[config.mk]
export PLATFORM = sky130hd
export DESIGN_NAME = alu_op_decode
export DESIGN_NICKNAME = d
export VERILOG_FILES = /design/src/design/alu_decode_pkg.sv /design/src/design/alu_op_decode.sv
export SDC_FILE = /design/constraint.sdc
export NUM_CORES = 1
export LEC_CHECK = 0
export ABC_AREA = 1
export BUFFER_PORTS_ARGS = -buffer_cell sky130_fd_sc_hd__buf_2
export CORE_MARGIN = 2
export CORE_UTILIZATION = 50
export DETAILED_ROUTE_END_ITERATION = 8
export GPL_TIMING_DRIVEN = 0
export HOLD_SLACK_MARGIN = 0.06
export PLACE_DENSITY = 0.84
export SLEW_MARGIN = 20
export SYNTH_ARGS = -nofsm -noshare
export SYNTH_HDL_FRONTEND = slang
export SYNTH_SLANG_ARGS = --single-unit
[constraint.sdc]
create_clock -name i_clk -period 2.3 [get_ports i_clk]
set_clock_uncertainty 0.2 [all_clocks]
set_input_delay 0.23 -clock i_clk [delete_from_list [all_inputs] [get_ports i_clk]]
set_output_delay 0.23 -clock i_clk [all_outputs]
set_load 0.05 [all_outputs]
[src/design/alu_decode_pkg.sv]
// constants, types and encodings for the integer alu opcode decoder
// assumes a fetch stage that presents opcode and modrm bytes together
`default_nettype none
package alu_decode_pkg;
    // operation selector codes
    localparam logic [2:0] SEL_ADD = 3'h0;
    localparam logic [2:0] SEL_OR = 3'h1;
    localparam logic [2:0] SEL_ADC = 3'h2;
    localparam logic [2:0] SEL_SBB = 3'h3;
    localparam logic [2:0] SEL_AND = 3'h4;
    localparam logic [2:0] SEL_SUB = 3'h5;
    localparam logic [2:0] SEL_XOR = 3'h6;
    localparam logic [2:0] SEL_CMP = 3'h7;
    localparam logic [2:0] SEL_INC = 3'h0;
    localparam logic [2:0] SEL_DEC = 3'h1;
    localparam logic [2:0] SEL_TEST = 3'h0;
    localparam logic [2:0] SEL_NOT = 3'h2;
    localparam logic [2:0] SEL_NEG = 3'h3;
    localparam logic [2:0] SEL_MULU = 3'h4;
    // opcode bit positions and the register mod value
    localparam int SIZE_BIT = 0;
    localparam int DIR_BIT = 1;
    localparam int SIGN_BIT = 1;
    localparam logic [1:0] MOD_REG = 2'h3;
    // clock counts
    localparam logic [5:0] CLK_ONE = 6'h01;
    localparam logic [5:0] CLK_TWO = 6'h02;
    localparam logic [5:0] CLK_THREE = 6'h03;
    localparam logic [5:0] PEN_NONE = 6'h00;
    localparam logic [5:0] PEN_READ = 6'h02;
    localparam logic [5:0] PEN_UNLOCKED = 6'h06;
    localparam logic [5:0] PEN_LOCKED = 6'h02;
    localparam logic [5:0] PEN_MUL = 6'h01;
    localparam logic [5:0] MUL_MIN = 6'h0D;
    localparam logic [5:0] MUL_MAX_B = 6'h12;
    localparam logic [5:0] MUL_MAX_W = 6'h1A;
    localparam logic [5:0] MUL_MAX_D = 6'h2A;
    // decoded operation class
    typedef enum logic [6:0] {
        OP_NONE = 7'h01,
        OP_ALU = 7'h02,
        OP_INCDEC = 7'h04,
        OP_UNARY = 7'h08,
        OP_CMP = 7'h10,
        OP_TEST = 7'h20,
        OP_MULU = 7'h40
    } op_class_t;
    // fetched instruction bytes
    typedef struct packed {
        logic [7:0] opcode;
        logic [7:0] modrm;
    } insn_t;
    // decode result
    typedef struct packed {
        logic valid;
        op_class_t op_class;
        logic [2:0] selector;
        logic full_size;
        logic sign_ext_imm;
        logic reg_is_dest;
        logic mem_operand;
        logic writes_mem;
        logic writes_result;
        logic [5:0] hit_clocks;
        logic [5:0] hit_clocks_max;
        logic [5:0] miss_penalty;
    } decode_t;
endpackage : alu_decode_pkg
`default_nettype wire

[src/design/alu_op_decode.sv]
// decoder for alu, compare, test, inc/dec, not/neg and unsigned multiply
// assumes opcode and modrm arrive together, sampled on i_clk
`default_nettype none
module alu_op_decode
(
    // clock and reset
    input wire logic i_clk,
    input wire logic i_rst_n,
    // fetch side
    input wire logic i_valid,
    input wire alu_decode_pkg::insn_t i_insn,
    input wire logic i_locked,
    input wire logic i_op32,
    // datapath side
    output alu_decode_pkg::decode_t o_dec
);
    import alu_decode_pkg::*;

    decode_t dec_q; // registered decode
    decode_t dec_d; // next decode
    logic [7:0] op; // opcode byte
    logic [1:0] mo; // mod field
    logic [2:0] rf; // reg field
    logic mem; // memory operand present
    logic [5:0] wr_pen; // store miss penalty

    assign op = i_insn.opcode;
    assign mo = i_insn.modrm[7:6];
    assign rf = i_insn.modrm[5:3];
    assign mem = (mo != MOD_REG);
    // locked cycles pay the short penalty
    assign wr_pen = i_locked ? PEN_LOCKED : PEN_UNLOCKED;

    // combinational decode of one instruction
    always_comb
    begin
        dec_d = '0;
        dec_d.op_class = OP_NONE;
        dec_d.full_size = op[SIZE_BIT];
        if (i_valid)
        begin
            dec_d.valid = 1'b1;
            if (op[7:6] == 2'h0 && op[2] == 1'b0)
            begin
                // two-operand alu and compare reg/mem forms
                dec_d.selector = op[5:3];
                dec_d.op_class = (op[5:3] == SEL_CMP) ? OP_CMP : OP_ALU;
                dec_d.reg_is_dest = op[DIR_BIT];
                dec_d.mem_operand = mem;
                if (!mem)
                begin
                    dec_d.hit_clocks = CLK_ONE;
                end
                else if (op[DIR_BIT] || op[5:3] == SEL_CMP)
                begin
                    dec_d.hit_clocks = CLK_TWO;
                    dec_d.miss_penalty = PEN_READ;
                end
                else
                begin
                    dec_d.hit_clocks = CLK_THREE;
                    dec_d.miss_penalty = wr_pen;
                    dec_d.writes_mem = 1'b1;
                end
                dec_d.writes_result = (op[5:3] != SEL_CMP);
            end
            else if (op[7:6] == 2'h0 && op[2:1] == 2'h2)
            begin
                // accumulator immediate forms
                dec_d.selector = op[5:3];
                dec_d.op_class = (op[5:3] == SEL_CMP) ? OP_CMP : OP_ALU;
                dec_d.reg_is_dest = 1'b1;
                dec_d.writes_result = (op[5:3] != SEL_CMP);
                dec_d.hit_clocks = CLK_ONE;
            end
            else if (op[7:2] == 6'h20)
            begin
                // immediate group with selector in reg field
                dec_d.selector = rf;
                dec_d.op_class = (rf == SEL_CMP) ? OP_CMP : OP_ALU;
                dec_d.sign_ext_imm = op[SIGN_BIT];
                dec_d.mem_operand = mem;
                dec_d.writes_result = (rf != SEL_CMP);
                dec_d.reg_is_dest = 1'b1;
                if (!mem)
                begin
                    dec_d.hit_clocks = CLK_ONE;
                end
                else if (rf == SEL_CMP)
                begin
                    dec_d.hit_clocks = CLK_TWO;
                    dec_d.miss_penalty = PEN_READ;
                end
                else
                begin
                    dec_d.hit_clocks = CLK_THREE;
                    dec_d.miss_penalty = wr_pen;
                    dec_d.writes_mem = 1'b1;
                end
            end
            else if (op[7:4] == 4'h4)
            begin
                // one-byte register inc/dec
                dec_d.op_class = OP_INCDEC;
                dec_d.selector = {2'h0, op[3]};
                dec_d.full_size = 1'b1;
                dec_d.writes_result = 1'b1;
                dec_d.hit_clocks = CLK_ONE;
            end
            else if (op[7:1] == 7'h7F &&
                     (rf == SEL_INC || rf == SEL_DEC))
            begin
                // long form inc/dec
                dec_d.op_class = OP_INCDEC;
                dec_d.selector = rf;
                dec_d.mem_operand = mem;
                dec_d.writes_result = 1'b1;
                dec_d.writes_mem = mem;
                dec_d.hit_clocks = mem ? CLK_THREE : CLK_ONE;
                dec_d.miss_penalty = mem ? wr_pen : PEN_NONE;
            end
            else if (op[7:1] == 7'h7B && rf == SEL_TEST)
            begin
                // immediate test
                dec_d.op_class = OP_TEST;
                dec_d.selector = rf;
                dec_d.mem_operand = mem;
                dec_d.hit_clocks = mem ? CLK_TWO : CLK_ONE;
                dec_d.miss_penalty = mem ? PEN_READ : PEN_NONE;
            end
            else if (op[7:1] == 7'h7B &&
                     (rf == SEL_NOT || rf == SEL_NEG))
            begin
                // complement and negate
                dec_d.op_class = OP_UNARY;
                dec_d.selector = rf;
                dec_d.mem_operand = mem;
                dec_d.writes_result = 1'b1;
                dec_d.writes_mem = mem;
                dec_d.hit_clocks = mem ? CLK_THREE : CLK_ONE;
                dec_d.miss_penalty = mem ? wr_pen : PEN_NONE;
            end
            else if (op[7:1] == 7'h7B && rf == SEL_MULU)
            begin
                // unsigned multiply, span by operand size
                dec_d.op_class = OP_MULU;
                dec_d.selector = rf;
                dec_d.mem_operand = mem;
                dec_d.writes_result = 1'b1;
                dec_d.hit_clocks = MUL_MIN;
                if (!op[SIZE_BIT])
                    dec_d.hit_clocks_max = MUL_MAX_B;
                else if (i_op32)
                    dec_d.hit_clocks_max = MUL_MAX_D;
                else
                    dec_d.hit_clocks_max = MUL_MAX_W;
                dec_d.miss_penalty = mem ? PEN_MUL : PEN_NONE;
            end
            else if (op[7:1] == 7'h42)
            begin
                // register/memory test
                dec_d.op_class = OP_TEST;
                dec_d.mem_operand = mem;
                dec_d.hit_clocks = mem ? CLK_TWO : CLK_ONE;
                dec_d.miss_penalty = mem ? PEN_READ : PEN_NONE;
            end
            else if (op[7:1] == 7'h54)
            begin
                // accumulator immediate test
                dec_d.op_class = OP_TEST;
                dec_d.hit_clocks = CLK_ONE;
            end
            else
            begin
                // not handled here
                dec_d.valid = 1'b0;
            end
            if (dec_d.op_class != OP_MULU)
                dec_d.hit_clocks_max = dec_d.hit_clocks;
        end
    end

    // register the decode
    always_ff @(posedge i_clk)
    begin
        if (!i_rst_n)
        begin
            dec_q <= '0;
            dec_q.op_class <= OP_NONE;
        end
        else
            dec_q <= dec_d;
    end

    assign o_dec = dec_q;
endmodule : alu_op_decode
`default_nettype wire

==> flow_metrics.tcl <==
set metrics [dict create \
    finalSetupViolCount 0 \
    met2WireLength_um 1420 \
    grt_overflow 0 \
    antenna_left 0 \
    synth-seq-cells 27 \
    maxCapViolCount 0 \
    grt_pass1_wl_um 5120 \
    wl_met1_um 1360 \
    min_path_type "input port to register" \
    wl_met3_um 229 \
    hold-worst-slack_ns 0.0687 \
    layout.nets 279 \
    synthCells 190 \
    grt_setup_unrepaired "no" \
    cts_root_buf "clkbuf_4" \
    synth.most_common_cell "nand2_1" \
    die_x_um 55.7 \
    numClockSinks 27 \
    netlist_area_sq_um 1340 \
    topRoutingLayerUsed "met4" \
    ys_top_cells_by_count "nand2_1 (36), dfxtp_1 (27), inv_1 (27), nor2_1 (21)" \
    worstPathArrival_ns 2.18 \
    dr.pass1.iters 5 \
    dieArea_sq_um 3100 \
    synth_area_leaders "dfxtp_1 (40%), nand2_1 (10%), inv_1 (7.6%), nor2_1 (5.9%), buf_4 (4.5%)" \
    swShare_pct 30.1 \
    period_needed_ns 2.10 \
    cts_tree "built" \
    setup_tns_ns 0 \
    timing.final.crit_share_pct 91.5 \
    p_comb_share_pct 20.6 \
    avgViaCountPerCell 4.70 \
    initialDrtViolationCount 42 \
    core-area_sq_um 2500 \
    synth.distinct_cells 30 \
    p_sw_uw 257 \
    required_ns 2.37 \
    clock_path_buffers 2 \
    area_delta_synth_final_pct 32.3 \
    seqPwrFrac_pct 56.1 \
    p_per_area_nw_per_um2 482 \
    largest_reg_flops 27 \
    p_leak_uw 0.00107 \
    place.gp.congestion 0.921 \
    crit_path_end_kind "register" \
    peakVddDrop_v 0.000509 \
    power_frac_clock_pct 23.3 \
    drive_above_1_share_pct 34.2 \
    slew_viol_final 0 \
    yosysSeqAreaShare_pct 40.5 \
    start_util_pct 53.4 \
    ios 56 \
    crit_type "input port to register" \
    drt-total-wl_um 3020 \
    crit_path_start_kind "input port" \
    fill_cells 214 \
    drc 0 \
    synth-main-ff-cell "dfxtp_1" \
    grt_pass1_vias 1247 \
    cts_resized 0 \
    critPathMaxFanout 4 \
    dr_total_vias 1348 \
    track_usage_pct 20.0 \
    ctsHtreeMaxLevel 1 \
    antenna_cells 0 \
    cts_buffers 3 \
    rows 18 \
    yosysWarnings 0 \
    internal-power_uw 595 \
    antenna_found_initial 0 \
    timing_hold_violations_final 0 \
    clkSlewWorstSetupHoldPaths_ns 0.14 \
    max_freq_ghz 0.475 \
    synth.top_cell.area_share_pct 40.5 \
    grt_max_degree 16 \
    post-dp-hpwl_um 2340 \
    ys_async_sr_fraction_pct 0 \
    syn_area_per_cell_sq_um 7.03 \
    port_buffers 46 \
    wire_per_inst_um 10.5 \
    die_h_um 55.7 \
    synth_edf_count 0 \
    yosys.area.top_type "dfxtp_1" \
    status "completed" \
]
==> timing repair <==
item,4_1_cts,5_1_grt
hold endpoints to repair,10,0
setup buffers,0,1
endpoints found under the setup margin,0,1
hold buffers,11,0
==> power by group through the flow <==
stage,sequential [uW],clock (uW),combinational (uW)
5_1_grt,479,217,191
2_1_floorplan,519,0,86.3
6_report,478,198,175
4_1_cts,478,202,173
3_5_place_dp,488,0,161
3_3_place_gp,488,0,160
==> final timing paths <==
path | from | end | slack [ns] | depth (start not counted)
worst max-delay path | i_insn[9] | o_dec[11]$_SDFF_PN0_ | 0.20 | 11
worst min-delay path | i_insn[10] | o_dec[22]$_SDFF_PP0_ | 0.07 | 4
==> cell usage in the layout, fill, tap and decap left out <==
master	instances
o21ai_0	4
nand2_2	7
nand4_1	5
nor4_1	1
nor2_2	5
o21ai_2	1
a221oi_1	1
a21oi_1	9
clkinv_2	1
clkbuf_4	3
nor2_4	1
nor3_1	1
clkbuf_1	1
conb_1	6
nor2_1	21
nand3_1	9
dfxtp_1	27
a31oi_1	1
nand4_2	1
buf_4	9
o31ai_1	1
nand2_4	1
o22ai_1	1
o21ai_1	4
a22oi_1	2
nor3_2	1
buf_2	47
inv_1	27
inv_2	9
nand2_1	36
o21bai_1	1
dlygate4sd3_1	11
nand3_2	2
==> routing by layer <==
metal | up-vias | GRT usage, %
li1 | 729 | -
met1 | 561 | 25.6
met2 | 56 | 34.0
met3 | 2 | 5.12
met4 | 0 | 3.83
met5 | - | 0
==> cell families (layout without fill, tap and decap cells) <==
logic type / Yosys count / count (layout) / synth area share [%]
simple gates: 91 / 91 / 33.1
flops: 27 / 27 / 40.5
other cells: 1 / 6 / 0.281
compound gates: 25 / 25 / 10.9
buf+inv: 46 / 108 / 15.3
==> critical path, cell delays in order <==
cell and delay [ns]:
dlygate4sd3_1 0.53, buf_2 0.13, nand2_1 0.11, inv_1 0.07, nand2_1 0.08, nor2_4 0.13, nand2_1 0.09, inv_2 0.07
nand3_1 0.09, nor2_1 0.10, dlygate4sd3_1 0.55
==> cell type report <==
type / count / area [sq um] / share of cell area [%]
inverters: 36 / 135 / 7.65
clock buffers: 3 / 22.5 / 1.27
clock inverters: 1 / 5.00 / 0.283
flip-flops and latches: 27 / 541 / 30.6
multi-input cells: 122 / 609 / 34.5
plain buffers: 10 / 68.8 / 3.90
repair buffers: 58 / 348 / 19.7
well taps: 30 / 37.5 / 2.12
==> stage by stage <==
| stage | util (%) | setup slack (ns) | instance area [sq um] | instances | power (uW) |
|---|---|---|---|---|---|
| floorplan | - | 0.941 | 1350 | 195 | 606 |
| global placement | 64.9 | 0.709 | 1620 | 271 | 648 |
| detailed placement | 64.9 | 0.727 | 1620 | 271 | 650 |
| CTS | 70.4 | 0.197 | 1760 | 286 | 854 |
| global route | 70.7 | 0.0159 | 1770 | 287 | 886 |
| finish | 70.7 | 0.195 | 1770 | 287 | 851 |
Power figures use the tool's default switching activity.
